### config.mk
export PLATFORM = sky130hd
export DESIGN_NAME = tpp_trace_ctrl_flat
export DESIGN_NICKNAME = d
export VERILOG_FILES = /design/src/tpp_pkg.sv /design/src/tpp_link_if.sv /design/src/tpp_trace_ctrl.sv /design/src/flat_wrapper.sv
export SDC_FILE = /design/constraint.sdc
export NUM_CORES = 1
export LEC_CHECK = 0
export BUFFER_PORTS_ARGS = -buffer_cell sky130_fd_sc_hd__buf_2
export CAP_MARGIN = 0
export CORE_UTILIZATION = 35
export DETAILED_ROUTE_END_ITERATION = 10
export HOLD_SLACK_MARGIN = 0.02
export PLACE_DENSITY = 0.65
export SKIP_CTS_REPAIR_TIMING = 1
export SLEW_MARGIN = 20
export SYNTH_ARGS = -nofsm -noshare
export SYNTH_HDL_FRONTEND = slang
export SYNTH_SLANG_ARGS = --single-unit
### constraint.sdc
create_clock -name ref_clk -period 5.55 [get_ports ref_clk]
set_input_delay 0.555 -clock ref_clk [delete_from_list [all_inputs] [get_ports ref_clk]]
set_output_delay 0.555 -clock ref_clk [all_outputs]
set_load 0.03 [all_outputs]
### src/tpp_pkg.sv
// shared constants for the trace probe port configuration block
package tpp_pkg;
	// register offsets on the software port
	localparam logic [7:0] OFS_TRACE_CONFIG = 8'h00;
	localparam logic [7:0] OFS_TRACE_CONTROL_SECOND = 8'h04;
	localparam int ADDR_W = 8;
	localparam int DATA_W = 32;

	// trace_config_reg field positions (read only)
	localparam int CFG_MAX_LSB = 0;
	localparam int CFG_MIN_LSB = 4;
	localparam int CFG_WIDTH_LSB = 8;
	localparam int CFG_ATTACHED_BIT = 12;

	// trace_control_second_reg field positions
	localparam int CTL_ENABLE_BIT = 0;
	localparam int CTL_CAL_BIT = 1;
	localparam int CTL_RATIO_LSB = 4;
	localparam int CTL_EFF_RATIO_LSB = 8;

	// reset value and full ratio code range
	localparam logic [2:0] RATIO_RESET = 3'h3;
	localparam logic [2:0] RATIO_LOWEST = 3'h0;
	localparam logic [2:0] RATIO_HIGHEST = 3'h7;

	// trace clock ratio codes
	localparam logic [2:0] RATIO_1_1 = 3'h3;
	localparam logic [2:0] RATIO_1_2 = 3'h4;
	localparam logic [2:0] RATIO_1_4 = 3'h5;
	localparam logic [2:0] RATIO_1_6 = 3'h6;
	localparam logic [2:0] RATIO_1_8 = 3'h7;

	// half periods of the divided trace clock, in core cycles
	localparam logic [2:0] HALF_1_2 = 3'h1;
	localparam logic [2:0] HALF_1_4 = 3'h2;
	localparam logic [2:0] HALF_1_6 = 3'h3;
	localparam logic [2:0] HALF_1_8 = 3'h4;

	// probe width strap codes
	localparam logic [1:0] WIDTH_4 = 2'h0;
	localparam logic [1:0] WIDTH_8 = 2'h1;
	localparam logic [1:0] WIDTH_16 = 2'h2;
	localparam logic [1:0] WIDTH_NONE = 2'h3;

	// calibration pattern
	localparam logic [15:0] CAL_PATTERN_A = 16'haaaa;
	localparam logic [15:0] CAL_PATTERN_B = 16'h5555;
	localparam logic [15:0] MASK_4 = 16'h000f;
	localparam logic [15:0] MASK_8 = 16'h00ff;
	localparam logic [15:0] MASK_16 = 16'hffff;
endpackage : tpp_pkg

### src/tpp_link_if.sv
// link between the trace controller and the probe interface block
`timescale 1ns/1ns
interface tpp_link_if;
	logic [2:0] trace_clk_ratio_code;
	logic trace_clk_div;
	logic trace_enable_out;
	logic calibrate_out;
	logic [2:0] ratio_max_cap_in;
	logic [2:0] ratio_min_cap_in;
	logic [1:0] probe_width_strap;
	logic probe_block_attached;

	modport device (
		output trace_clk_ratio_code,
		output trace_clk_div,
		output trace_enable_out,
		output calibrate_out,
		input ratio_max_cap_in,
		input ratio_min_cap_in,
		input probe_width_strap,
		input probe_block_attached
	);

	modport probe (
		input trace_clk_ratio_code,
		input trace_clk_div,
		input trace_enable_out,
		input calibrate_out,
		output ratio_max_cap_in,
		output ratio_min_cap_in,
		output probe_width_strap,
		output probe_block_attached
	);
endinterface : tpp_link_if

### src/tpp_trace_ctrl.sv
// trace controller end: software registers, ratio clamp, trace clock divider
//
// Chosen here: the plain strobed port and the register offsets.
`timescale 1ns/1ns
module tpp_trace_ctrl (
	input wire logic ref_clk,
	input wire logic rst_b,
	tpp_link_if.device link,
	input wire logic [tpp_pkg::ADDR_W-1:0] sw_addr,
	input wire logic [tpp_pkg::DATA_W-1:0] sw_wdata,
	input wire logic sw_wr,
	input wire logic sw_rd,
	output logic [tpp_pkg::DATA_W-1:0] sw_rdata
);
	// strap synchronisers: the straps come from the probe's clock domain
	logic [2:0] max_s1_reg, max_s2_reg;
	logic [2:0] min_s1_reg, min_s2_reg;
	logic [1:0] width_s1_reg, width_s2_reg;
	logic att_s1_reg, att_s2_reg;

	// control register state
	logic enable_reg, enable_next;
	logic cal_reg, cal_next;
	logic [2:0] ratio_prog_reg, ratio_prog_next;
	logic [tpp_pkg::DATA_W-1:0] rdata_reg, rdata_next;

	// link outputs
	logic [2:0] ratio_out_reg, ratio_out_next;
	logic tr_en_reg, tr_en_next;
	logic cal_out_reg, cal_out_next;

	// divider
	logic [2:0] div_cnt_reg, div_cnt_next;
	logic div_clk_reg, div_clk_next;
	logic [2:0] half;

	// effective bounds
	logic [2:0] lo_bound, hi_bound;
	logic [2:0] ratio_eff;
	logic [1:0] width_eff;
	logic [tpp_pkg::DATA_W-1:0] cfg_word, ctl_word;

	// straps may tear for a cycle when they move; they are static, so a settled copy follows
	always_ff @(posedge ref_clk or negedge rst_b) begin
		if (!rst_b) begin
			max_s1_reg <= 3'h0;
			max_s2_reg <= 3'h0;
			min_s1_reg <= 3'h0;
			min_s2_reg <= 3'h0;
			width_s1_reg <= 2'h0;
			width_s2_reg <= 2'h0;
			att_s1_reg <= 1'b0;
			att_s2_reg <= 1'b0;
		end else begin
			max_s1_reg <= link.ratio_max_cap_in;
			max_s2_reg <= max_s1_reg;
			min_s1_reg <= link.ratio_min_cap_in;
			min_s2_reg <= min_s1_reg;
			width_s1_reg <= link.probe_width_strap;
			width_s2_reg <= width_s1_reg;
			att_s1_reg <= link.probe_block_attached;
			att_s2_reg <= att_s1_reg;
		end
	end

	// bounds and effective code
	always_comb begin
		if (att_s2_reg) begin
			lo_bound = max_s2_reg;
			hi_bound = min_s2_reg;
			width_eff = width_s2_reg;
		end else begin
			// no probe: capability and width inputs are disregarded
			lo_bound = tpp_pkg::RATIO_LOWEST;
			hi_bound = tpp_pkg::RATIO_HIGHEST;
			width_eff = tpp_pkg::WIDTH_NONE;
		end
		// if a badly strapped probe crosses them, codes below the lower bound take it and all others the upper one
		if (ratio_prog_reg < lo_bound) begin
			ratio_eff = lo_bound;
		end else if (ratio_prog_reg > hi_bound) begin
			ratio_eff = hi_bound;
		end else begin
			ratio_eff = ratio_prog_reg;
		end
	end

	// software port and control register
	always_comb begin
		// config reads show reset straps until the synchronisers settle
		cfg_word = '0;
		cfg_word[tpp_pkg::CFG_MAX_LSB +: 3] = att_s2_reg ? max_s2_reg : 3'h0;
		cfg_word[tpp_pkg::CFG_MIN_LSB +: 3] = att_s2_reg ? min_s2_reg : 3'h0;
		cfg_word[tpp_pkg::CFG_WIDTH_LSB +: 2] = width_eff;
		cfg_word[tpp_pkg::CFG_ATTACHED_BIT] = att_s2_reg;
		ctl_word = '0;
		ctl_word[tpp_pkg::CTL_ENABLE_BIT] = enable_reg;
		ctl_word[tpp_pkg::CTL_CAL_BIT] = cal_reg;
		ctl_word[tpp_pkg::CTL_RATIO_LSB +: 3] = ratio_prog_reg;
		ctl_word[tpp_pkg::CTL_EFF_RATIO_LSB +: 3] = ratio_out_reg;

		// writes elsewhere, the config offset included, change nothing
		enable_next = enable_reg;
		cal_next = cal_reg;
		ratio_prog_next = ratio_prog_reg;
		if (sw_wr && sw_addr == tpp_pkg::OFS_TRACE_CONTROL_SECOND) begin
			enable_next = sw_wdata[tpp_pkg::CTL_ENABLE_BIT];
			cal_next = sw_wdata[tpp_pkg::CTL_CAL_BIT];
			ratio_prog_next = sw_wdata[tpp_pkg::CTL_RATIO_LSB +: 3];
		end

		// read data stands only in the cycle after the strobe
		rdata_next = '0;
		if (sw_rd) begin
			case (sw_addr)
				tpp_pkg::OFS_TRACE_CONFIG: rdata_next = cfg_word;
				tpp_pkg::OFS_TRACE_CONTROL_SECOND: rdata_next = ctl_word;
				default: rdata_next = '0;
			endcase
		end
	end

	// link outputs
	always_comb begin
		ratio_out_next = ratio_eff;
		// enable is only passed on while a probe is attached
		tr_en_next = enable_reg && att_s2_reg;
		// calibrate passes even with enable low; the probe gates it itself
		cal_out_next = cal_reg && att_s2_reg;
	end

	// trace clock divider for the ratios slower than the core clock
	always_comb begin
		// half period in core cycles; zero leaves the divider idle
		case (ratio_out_reg)
			tpp_pkg::RATIO_1_2: half = tpp_pkg::HALF_1_2;
			tpp_pkg::RATIO_1_4: half = tpp_pkg::HALF_1_4;
			tpp_pkg::RATIO_1_6: half = tpp_pkg::HALF_1_6;
			tpp_pkg::RATIO_1_8: half = tpp_pkg::HALF_1_8;
			default: half = 3'h0;
		endcase
		// 1:1 and faster need a multiplier at the probe; the divider idles low
		if (!tr_en_reg || half == 3'h0) begin
			div_cnt_next = 3'h0;
			div_clk_next = 1'b0;
		end else if (div_cnt_reg + 3'h1 >= half) begin
			div_cnt_next = 3'h0;
			div_clk_next = ~div_clk_reg;
		end else begin
			div_cnt_next = div_cnt_reg + 3'h1;
			div_clk_next = div_clk_reg;
		end
	end

	// control register and read data
	always_ff @(posedge ref_clk or negedge rst_b) begin
		if (!rst_b) begin
			enable_reg <= 1'b0;
			cal_reg <= 1'b0;
			ratio_prog_reg <= tpp_pkg::RATIO_RESET;
			rdata_reg <= '0;
		end else begin
			enable_reg <= enable_next;
			cal_reg <= cal_next;
			ratio_prog_reg <= ratio_prog_next;
			rdata_reg <= rdata_next;
		end
	end

	// link outputs leave straight from flops so the probe never sees a glitch
	always_ff @(posedge ref_clk or negedge rst_b) begin
		if (!rst_b) begin
			ratio_out_reg <= tpp_pkg::RATIO_RESET;
			tr_en_reg <= 1'b0;
			cal_out_reg <= 1'b0;
		end else begin
			ratio_out_reg <= ratio_out_next;
			tr_en_reg <= tr_en_next;
			cal_out_reg <= cal_out_next;
		end
	end

	// counter and output toggle together so each half period is exact
	always_ff @(posedge ref_clk or negedge rst_b) begin
		if (!rst_b) begin
			div_cnt_reg <= 3'h0;
			div_clk_reg <= 1'b0;
		end else begin
			div_cnt_reg <= div_cnt_next;
			div_clk_reg <= div_clk_next;
		end
	end

	assign link.trace_clk_ratio_code = ratio_out_reg;
	assign link.trace_enable_out = tr_en_reg;
	assign link.calibrate_out = cal_out_reg;
	assign link.trace_clk_div = div_clk_reg;
	assign sw_rdata = rdata_reg;
endmodule : tpp_trace_ctrl

### src/flat_wrapper.sv
// flat-port wrapper written by rule: the top's interface ports become plain ports
module tpp_trace_ctrl_flat 
  (ref_clk, rst_b, sw_addr, sw_wdata, sw_wr, sw_rd, sw_rdata, link_trace_clk_ratio_code, link_trace_clk_div, link_trace_enable_out, link_calibrate_out, link_ratio_max_cap_in, link_ratio_min_cap_in, link_probe_width_strap, link_probe_block_attached);
  tpp_link_if link_i ();
  input wire logic ref_clk;
  input wire logic rst_b;
  input wire logic [tpp_pkg::ADDR_W-1:0] sw_addr;
  input wire logic [tpp_pkg::DATA_W-1:0] sw_wdata;
  input wire logic sw_wr;
  input wire logic sw_rd;
  output logic [tpp_pkg::DATA_W-1:0] sw_rdata;
  output wire logic [$bits(link_i.trace_clk_ratio_code)-1:0] link_trace_clk_ratio_code;
  output wire logic [$bits(link_i.trace_clk_div)-1:0] link_trace_clk_div;
  output wire logic [$bits(link_i.trace_enable_out)-1:0] link_trace_enable_out;
  output wire logic [$bits(link_i.calibrate_out)-1:0] link_calibrate_out;
  input wire logic [$bits(link_i.ratio_max_cap_in)-1:0] link_ratio_max_cap_in;
  input wire logic [$bits(link_i.ratio_min_cap_in)-1:0] link_ratio_min_cap_in;
  input wire logic [$bits(link_i.probe_width_strap)-1:0] link_probe_width_strap;
  input wire logic [$bits(link_i.probe_block_attached)-1:0] link_probe_block_attached;
  assign link_trace_clk_ratio_code = link_i.trace_clk_ratio_code;
  assign link_trace_clk_div = link_i.trace_clk_div;
  assign link_trace_enable_out = link_i.trace_enable_out;
  assign link_calibrate_out = link_i.calibrate_out;
  assign link_i.ratio_max_cap_in = link_ratio_max_cap_in;
  assign link_i.ratio_min_cap_in = link_ratio_min_cap_in;
  assign link_i.probe_width_strap = link_probe_width_strap;
  assign link_i.probe_block_attached = link_probe_block_attached;
  tpp_trace_ctrl u_core (.ref_clk(ref_clk), .rst_b(rst_b), .link(link_i), .sw_addr(sw_addr), .sw_wdata(sw_wdata), .sw_wr(sw_wr), .sw_rd(sw_rd), .sw_rdata(sw_rdata));
endmodule
# After elaboration in Yosys (flattened, before gate mapping)
# Cells that the tools add are included.
[totals] ff_bits=64 inputBits=53 word_cells=48
[op_classes] n_addsub=1 n_lt_le_gt_ge=3 n_eq_ne=5 muxes=13 n_bitwise=1 reduce_logical=8
[ops] cell="$mux 32" n=1
[ops] cell="$pmux 13 s2" n=1
[ops] cell="$mux 3" n=7
[ops] cell="$eq 3x3->1 const B" n=4
[ops] cell="$pmux 3 s4" n=1
[ops] cell="$eq 8x3->1 const B" n=1
[ops] cell="$logic_not 8->1" n=1
[ops] cell="$add 3x1->3 const B" n=1
[ops] cell="$ge 3x3->1" n=1
[ops] cell="$gt 3x3->1" n=1
[ops] cell="$logic_and 1x1->1" n=3
[ops] cell="$logic_not 3->1" n=1
[ops] cell="$lt 3x3->1" n=1
[ops] cell="$mux 1" n=2
[ops] cell="$mux 2" n=1
[ops] cell="$reduce_bool 2->1" n=1
[ops] cell="$logic_not 1->1" n=1
[ops] cell="$logic_or 1x1->1" n=1
[ops] cell="$not 1->1" n=1

# Logic depth before layout (Yosys ltp)
# Gate-level depths: netlist of run 1.
[depth] depth_word=5 depth_mapped=7

# Worst setup path before layout of run 1
# Ideal clock, no wire load.
[synth_timing] kind="register -> register" start="register u_core.att_s2_reg" end="register u_core.ratio_out_reg[1] (netlist: u_core.link.trace_clk_ratio_code[1])" arrival_ps=1859 required_ps=5475 path_slack_ps=3616 stages_incl_launch_ff=8 cell_sequence="dfrtp_1 -> clkbuf_1 -> nor2b_1 -> ha_1 -> and3_1 -> a21oi_1 -> mux2_2 -> mux2i_1"
[synth_via] elab_chain_len=4
[synth_rtl] item="start, declared" line="tpp_trace_ctrl.sv:19" rtl="logic att_s1_reg, att_s2_reg;"
[synth_rtl] item="start signal, assigned" line="tpp_trace_ctrl.sv:62" rtl="att_s2_reg <= att_s1_reg;"
[synth_rtl] item="$mux 3" line="tpp_trace_ctrl.sv:68" rtl="if (att_s2_reg) begin"
[synth_rtl] item="$gt 3x3->1" line="tpp_trace_ctrl.sv:81" rtl="end else if (ratio_prog_reg > hi_bound) begin"
[synth_rtl] item="$mux 3" line="tpp_trace_ctrl.sv:81"
[synth_rtl] item="$mux 3 (*)" line="tpp_trace_ctrl.sv:79" rtl="if (ratio_prog_reg < lo_bound) begin"
[synth_rtl] item="via u_core.ratio_eff[1]" line="tpp_trace_ctrl.sv:39" rtl="logic [2:0] ratio_eff;"
[synth_rtl] item="end signal, assigned" line="tpp_trace_ctrl.sv:173" rtl="ratio_out_reg <= tpp_pkg::RATIO_RESET;"
[synth_rtl] item="end signal, assigned" line="tpp_trace_ctrl.sv:177" rtl="ratio_out_reg <= ratio_out_next;"
[synth_rtl] item="end, declared" line="tpp_trace_ctrl.sv:28" rtl="logic [2:0] ratio_out_reg, ratio_out_next;"
# Mark *: on every way through the listed nets, which the timed path passes. The rest lies on a longest branch.
# A chain may end at the register's enable or synchronous reset.

# Final worst setup path of run 1
# Same ends and word-level chain as after synthesis.

==> results.yml, run 1 <==
setup_path:
  r2r_start: "u_core.att_s2_reg$_DFF_PN0_"
  slowest_stage: "dfrtp_1"
  start_kind: "flop"
  worstPathCellList: "nor2b_1 > ha_1 > and3_1 > a21oi_1 > mux2_2 > mux2i_1"
  crit_start: "u_core.att_s2_reg$_DFF_PN0_"
  critPathBufInv: 0
  cpLargestDelayFamily: "flip-flops"
  critPathMaxStageDelay_ns: 0.56
  critPathKind: "reg -> reg"
  arrival_ns: 2.33
  path_depth: 6
  crit_fanout: 11
  cp_data_required_time_ns: 5.76
  reg2regPathDepth: 6
  endpoint_kind: "flop"
timing:
  setup_viol: 0
  layout_setup_ws_ns: 3.42
  slew_violations: 0
  tightest_slew_ns: 0.919
  relSlewSlack_pct: 38.7
  finalSetupTns_ns: 0
  period_minus_slack_ns: 2.13
  hold_violations: 0
  fin_crit_sh_pct: 38.3
  worst_clock_skew_ns: 0.00608
  rsz0062_at_grt: "no"
  fmax_mhz: 470
routing:
  dr_total_vias: 1102
  firstDrtPassIters: 4
  drt-total-wl_um: 2990
  drcViolationCount: 0
  drt_iter0_markers: 78
  ant_nets: 0
  avgViaCountPerCell: 4.19
  wl_per_cell_um: 11.4
cts:
  clk_path_buf_depth: 2
  numCtsBuffers: 5
  htree_levels: 2
  path_clk_slew_ns: 0.07
  cts_tree: "done"
  cts_root_buffer: "clkbuf_8"
  clk_latency_ns: 0.28
  cts.sinks: 42
cells_and_area:
  post_route_cells_drive_above_1_share_pct: 29.1
  register_area_mm2: 0.00106
  multi_input_area_um2: 643
  final_common_cell: "buf_2"
  largest_reg_flops: 10
  fin_cells: 263
  stdcell_area_mm2: 0.00208
  fillers: 477
  final_cell_mix: "buf_2, dfrtp_1, conb_1"
  nNetsFinal: 258
  antennaDiodeCount: 0
  area_delta_synth_final_pct: 14.3
grt:
  grt-busiest-layer: "met2"
  grt_antenna_before_repair: 0
  overflow: 0
  grt_pass1_vias: 1106
  groute.usage.overall_pct: 11.9
  grtUsageMet1_pct: 14.8
  grt_pass1_wl_um: 4910
  grt_max_degree: 43
  grt_use_met3_pct: 3.39
  gr-usage-met2_pct: 20.4
synthesis:
  synth_cell_types: 32
  syn_inst: 152
  yosys_warnings: 0
  seq_area_frac_synth_pct: 58.0
  synthesis.area_mm2: 0.00182
  synth.ff_latch_count: 42
  synth_area_per_cell_um2: 12.0
floorplanning:
  die_x_um: 74.1
  initial_core_util_pct: 37.5
  dieArea_mm2: 0.00549
  core_area_mm2: 0.00485
  pin_count: 91
  row_count: 25
  die_h_um: 74.1
placed_design:
  port_buffers: 41
  place_congestion: 0.763
  dpl-instance-area_mm2: 0.00200
  place_ws_ns: 3.46
  hpwlAfterDp_um: 2150
  dp_cells: 256
flow_run:
  drv_cap: 0
hold_path:
  min_from: "u_core.max_s1_reg[1]$_DFF_PN0_"
  hold_depth: 0
  hp-class: "reg -> reg"
power:
  irDropWorstVdd_mv: 0.157
  p_leak_nw: 1.10
  finalPower_mw: 0.612
  power_density_mw_per_mm2: 294
status:
  outcome: "complete, no violations"
==> synth_stat cells, drive strengths merged <==
library cell | count | area (µm²)
and3 | 1 | 6.26
clkbuf | 2 | 7.51
or2 | 1 | 6.26
a21o | 2 | 15.0
nor3b | 2 | 15.0
conb | 1 | 3.75
nand2b | 2 | 12.5
dfrtp | 38 | 951
mux2i | 5 | 50.1
and4 | 1 | 8.76
o21bai | 1 | 7.51
nand3b | 1 | 7.51
xor2 | 2 | 17.5
nor2 | 11 | 41.3
a22oi | 3 | 22.5
and2 | 2 | 12.5
nor4 | 1 | 12.5
dfstp | 4 | 105
nand3 | 4 | 25.0
ha | 9 | 113
o21ai | 4 | 20.0
mux2 | 4 | 52.6
nor2b | 4 | 25.0
buf | 23 | 176
nor3 | 4 | 20.0
nand2 | 10 | 37.5
a21oi | 4 | 20.0
inv | 4 | 15.0
o22ai | 2 | 12.5
==> cell families (layout without fill, tap and decap cells) <==
group | Yosys count | after routing | synth area share, %
xor+xnor | 2 | 2 | 0.963
other cells | 1 | 22 | 0.206
flops | 42 | 42 | 58.0
mux | 9 | 9 | 5.64
fa+ha+maj | 9 | 9 | 6.19
simple gates | 44 | 44 | 12.7
buf+inv | 29 | 52 | 10.9
compound gates | 16 | 16 | 5.36
==> final timing paths <==
check / end / slack (ns)
max: u_core.link.trace_clk_ratio_code[1]$_DFF_PN1_ / 3.42
min: u_core.max_s2_reg[1]$_DFF_PN0_ / 0.35
max in group asynchronous: u_core.width_s1_reg[1]$_DFF_PN0_ / 4.57
min reg2reg: u_core.max_s2_reg[1]$_DFF_PN0_ / 0.35
max reg2reg: u_core.link.trace_clk_ratio_code[1]$_DFF_PN1_ / 3.42
min in group asynchronous: u_core.enable_reg$_DFFE_PN0P_ / 0.41
==> layer usage <==
metal,vias to the layer above,wire (µm)
li1,548,-
met1,523,1350
met2,31,1500
met3,0,147
met4,0,0
met5,-,0
==> where the power goes <==
part | leakage (nW) | internal (mW) | switching [mW]
Sequential | 0.523 | 0.323 | 0.0130
Combinational | 0.536 | 0.0356 | 0.0636
Clock | 0.0383 | 0.0866 | 0.0899
==> per-stage QoR <==
stage               util, %  hold WS (ns)
CTS                    42.9         0.351
detailed placement     41.3         0.335
finish                 42.9         0.349
floorplan                 -         0.259
global placement       41.3         0.332
global route           42.9         0.356
==> final cells by class <==
type,instances,share of cell area [%]
Tap cell,67,4.03
Timing Repair Buffer,41,9.87
Multi-Input combinational cell,102,30.9
Sequential cell,42,50.8
Clock buffer,7,3.67
Inverter,4,0.722
Power figures use the tool's default switching activity.
==> run 2: changes to the inputs <==
PLACE_DENSITY = 0.67   (was 0.65)
clock period = 1.95 ns   (was 5.55 ns; I/O delays follow)
==> run 2 against run 1 <==
- hold slack worse by 0.22 ns
- via count increased by 5.4%
- cell area rose by 7.2%
- sequential power rose to 2.8 times the previous value
- die area unchanged
- setup slack worse by 3.3 ns
- utilization increased by 3.1 points
- sequential share of layout area decreased by 3.4 points
- combinational power grew to 3.3 times the previous value
- critical path type unchanged
==> results.yml, run 2 (same netlist as run 1, synthesis figures left out) <==
routing:
  firstDrtPassIters: 4
  drcViolationCount: 0
  avgViaCountPerCell: 4.19
  drt_iter0_markers: 25
  dr_total_vias: 1162
  wl_per_cell_um: 10.9
  drt-total-wl_um: 3020
  ant_nets: 0
hold_path:
  hp-class: "in -> reg"
  hold_depth: 3
  min_from: "sw_wdata[4]"
placed_design:
  place_ws_ns: 0.0469
  hpwlAfterDp_um: 2160
  port_buffers: 41
  dp_cells: 260
  place_congestion: 0.826
floorplanning:
  die_h_um: 74.1
  pin_count: 91
  core_area_mm2: 0.00485
  row_count: 25
  initial_core_util_pct: 37.5
  die_x_um: 74.1
  dieArea_mm2: 0.00549
power:
  power_density_mw_per_mm2: 800
  irDropWorstVdd_mv: 0.358
  p_leak_nw: 1.16
setup_path:
  r2r_start: "u_core.att_s2_reg$_DFF_PN0_"
  crit_fanout: 5
  crit_start: "u_core.att_s2_reg$_DFF_PN0_"
  start_kind: "flop"
  endpoint_kind: "flop"
  worstPathCellList: "nor2b_2 > ha_4 > and3_1 > a21oi_2 > mux2_2 > mux2i_1"
  reg2regPathDepth: 6
  critPathKind: "reg -> reg"
  critPathMaxStageDelay_ns: 0.43
  slowest_stage: "dfrtp_1"
  cp_data_required_time_ns: 2.17
  arrival_ns: 2.01
cells_and_area:
  largest_reg_flops: 10
  area_delta_synth_final_pct: 22.5
  final_common_cell: "buf_2"
  nNetsFinal: 272
  fin_cells: 277
  antennaDiodeCount: 0
  final_util_pct: 46.0
  final_cell_mix: "buf_2, dfrtp_1, conb_1"
  post_route_cells_drive_above_1_share_pct: 30.5
cts:
  path_clk_slew_ns: 0.07
  cts.sinks: 42
  clk_latency_ns: 0.28
  numCtsBuffers: 5
  cts_tree: "done"
  clk_path_buf_depth: 2
  htree_levels: 2
  cts_root_buffer: "clkbuf_8"
timing:
  slew_violations: 0
  worst_clock_skew_ns: 0.00473
  fmax_mhz: 556
  tightest_slew_ns: 0.517
  period_minus_slack_ns: 1.80
  setup_viol: 0
  fin_crit_sh_pct: 92.2
  rsz0062_at_grt: "no"
  holdWs_ns: 0.125
  relSlewSlack_pct: 65.5
  finalSetupTns_ns: 0
  layout_setup_ws_ns: 0.153
  hold_violations: 0
grt:
  grt_pass1_vias: 1078
  overflow: 0
  grt_antenna_before_repair: 0
  grt_max_degree: 43
  grt_pass1_wl_um: 4850
  groute.usage.overall_pct: 12.2
flow_run:
  drv_cap: 0
status:
  outcome: "complete, no violations"
run 2: cell type report:
type / instances / area, µm²
fill: 470 / 2620
sequential: 42 / 1060
multi-input combinational: 102 / 662
timing repair buffer: 55 / 335
tap: 67 / 83.8
clock buffer: 7 / 76.3
inverter: 4 / 15.0
run 2: worst paths after layout:
check / slack (ns) / endpoint
hold / removal: 0.12 / u_core.ratio_prog_reg[0]$_DFFE_PN1P_
setup reg to reg: 0.15 / u_core.link.trace_clk_ratio_code[1]$_DFF_PN1_
hold reg to reg: 0.35 / u_core.min_s2_reg[1]$_DFF_PN0_
setup / recovery: 0.15 / u_core.link.trace_clk_ratio_code[1]$_DFF_PN1_
min in group asynchronous: 0.50 / u_core.sw_rdata[6]$_DFF_PN0_
max in group asynchronous: 1.08 / u_core.link.trace_clk_ratio_code[0]$_DFF_PN1_
run 2: worst max-delay path: cells and delay by family (launching register included):
family / cells / cell delay (ns)
DFF: 1 / 0.43
muxes: 2 / 0.50
AOI/OAI and AO/OA: 1 / 0.16
adders and majority gates: 1 / 0.22
and+or+nand+nor: 2 / 0.42
run 2: metrics by stage:
step           total power [mW]  instance area (µm²)
3_3_place_gp               1.27                 2030
3_5_place_dp               1.27                 2030
6_report                   1.78                 2230
4_1_cts                    1.78                 2110
2_1_floorplan              1.20                 1900
5_1_grt                    1.89                 2230
run 2: layer usage:
| metal | global-route usage, % | wire length, µm | part of all wire, % |
|---|---|---|---|
| met5 | 0 | 0 | 0 |
| met4 | 3.85 | 32 | 1.1 |
| met3 | 5.28 | 190 | 6.3 |
| met2 | 20.2 | 1480 | 49 |
| met1 | 14.3 | 1320 | 44 |
run 2: power by group:
group	switching, mW	leakage [nW]	internal, mW
logic	0.197	0.599	0.131
clock network	0.258	0.0383	0.246
registers	0.0293	0.523	0.920
total	0.485	1.16	1.30
==> run 3: changes to the inputs <==
CORE_UTILIZATION = 41   (was 35)
PLACE_DENSITY = 0.77   (was 0.67)
==> run 3 against run 2 <==
- sequential share of layout area grew 0.11 points
- sequential cell count is the same
- critical path depth is the same
- fmax shrank 3.8%
- setup slack lost 0.072 ns
- combinational power is essentially flat
- count of clock-buffer cells in the layout is the same
- power grew 2.9%
- sequential power is essentially flat
- die area shrank 14%
==> results.yml, run 3 (same netlist as run 1, synthesis figures left out) <==
timing:
  slew_violations: 0
  finalSetupTns_ns: 0
  rsz0062_at_grt: "no"
  fin_crit_sh_pct: 95.8
  hold_violations: 0
  setup_viol: 0
  tightest_slew_ns: 0.524
  fmax_mhz: 535
  period_minus_slack_ns: 1.87
  holdWs_ns: 0.120
  relSlewSlack_pct: 65.1
  worst_clock_skew_ns: 0.00490
routing:
  drt_iter0_markers: 37
  avgViaCountPerCell: 4.53
  wl_per_cell_um: 11.5
  ant_nets: 0
  drcViolationCount: 0
  firstDrtPassIters: 4
  dr_total_vias: 1192
  drt-total-wl_um: 3040
cells_and_area:
  stdcell_area_mm2: 0.00223
  largest_reg_flops: 10
  fillers: 383
  post_route_cells_drive_above_1_share_pct: 31.9
  area_delta_synth_final_pct: 22.4
  antennaDiodeCount: 0
  final_cell_mix: "buf_2, dfrtp_1, conb_1"
  final_common_cell: "buf_2"
  fin_cells: 263
  nNetsFinal: 274
flow_run:
  drv_cap: 0
cts:
  numCtsBuffers: 5
  cts_root_buffer: "clkbuf_8"
  cts_tree: "done"
  clk_latency_ns: 0.29
  path_clk_slew_ns: 0.07
  clk_path_buf_depth: 2
  cts.sinks: 42
  htree_levels: 2
setup_path:
  slowest_stage: "dfrtp_2"
  critPathMaxStageDelay_ns: 0.45
  start_kind: "flop"
  cp_data_required_time_ns: 2.15
  arrival_ns: 2.07
  critPathKind: "reg -> reg"
  endpoint_kind: "flop"
  worstPathCellList: "nor2b_2 > ha_1 > and3_1 > a21oi_2 > mux2_2 > mux2i_1"
  crit_fanout: 6
grt:
  grt_max_degree: 26
  grt-busiest-layer: "met2"
  grt_antenna_before_repair: 0
  overflow: 0
  gr-usage-met2_pct: 22.3
  grt_use_met3_pct: 5.43
  grtUsageMet1_pct: 17.2
  groute.usage.overall_pct: 14.0
  grt_pass1_vias: 1047
  grt_pass1_wl_um: 4600
floorplanning:
  die_h_um: 68.6
  die_x_um: 68.6
  initial_core_util_pct: 44.2
  row_count: 23
  pin_count: 91
  core_area_mm2: 0.00412
  dieArea_mm2: 0.00471
power:
  power_density_mw_per_mm2: 824
  irDropWorstVdd_mv: 0.421
  p_leak_nw: 1.18
  finalPower_mw: 1.83
placed_design:
  place_congestion: 0.806
  dpl-instance-area_mm2: 0.00202
  hpwlAfterDp_um: 2220
  port_buffers: 41
  dp_cells: 244
status:
  outcome: "complete, no violations"
hold_path:
  hp-class: "in -> reg"
==> run 3: cell count changes in the layout (fill, tap and decap cells not counted) <==
cell and change:
buf_4 +2, clkbuf_1 -1, clkbuf_8 +1, clkinv_2 +1, dfrtp_1 -1, dfrtp_2 +1, ha_1 +1, ha_4 -1
==> run 3: metrics by stage <==
| stage | util [%] | worst slack (ns) |
|---|---|---|
| 2_1_floorplan | - | 0.0155 |
| 3_3_place_gp | 49.1 | 0.0549 |
| 3_5_place_dp | 49.1 | 0.0100 |
| 4_1_cts | 51.3 | -0.0197 |
| 5_1_grt | 54.1 | 0.00274 |
| 6_report | 54.1 | 0.0812 |
==> run 3: worst max-delay path: cells and delay by family (launching register included) <==
family	cells	cell delay (ns)
compound gates	1	0.17
flops	1	0.45
mux	2	0.50
fa+ha+maj	1	0.30
simple gates	2	0.38
==> run 3: final timing paths <==
check                      slack (ns)                                             to  cells past startpoint                         from
max in group asynchronous        0.91  u_core.link.trace_clk_ratio_code[1]$_DFF_PN1_                      3                        rst_b
min in group asynchronous        0.41                  u_core.sw_rdata[12]$_DFF_PN0_                      2                        rst_b
setup reg to reg                 0.08  u_core.link.trace_clk_ratio_code[2]$_DFF_PN0_                      6  u_core.att_s2_reg$_DFF_PN0_
hold / removal                   0.12           u_core.ratio_prog_reg[0]$_DFFE_PN1P_                      3                  sw_wdata[4]
setup / recovery                 0.08  u_core.link.trace_clk_ratio_code[2]$_DFF_PN0_                      6  u_core.att_s2_reg$_DFF_PN0_
hold reg to reg                  0.35                    u_core.att_s2_reg$_DFF_PN0_                      0  u_core.att_s1_reg$_DFF_PN0_
==> run 3: power by group <==
group / switching [mW] / internal, mW
sequential: 0.0294 / 0.920
combinational: 0.198 / 0.132
clock: 0.270 / 0.285
==> run 3: metal layers <==
metal | wire length [µm] | part of all wire, % | vias up
met1 | 1380 | 46 | 555
met4 | 30 | 0.99 | 0
met2 | 1400 | 46 | 45
met3 | 217 | 7.1 | 4
li1 | - | - | 588
met5 | 0 | 0 | -
==> run 3: cell type report <==
class | instances | area [µm²] | share of cell area [%]
multi-input cells | 102 | 649 | 29.2
repair buffers | 57 | 350 | 15.7
clock buffers | 7 | 86.3 | 3.88
clock inverters | 1 | 5.00 | 0.225
inverters | 4 | 15.0 | 0.675
well taps | 50 | 62.6 | 2.81
flip-flops and latches | 42 | 1060 | 47.5
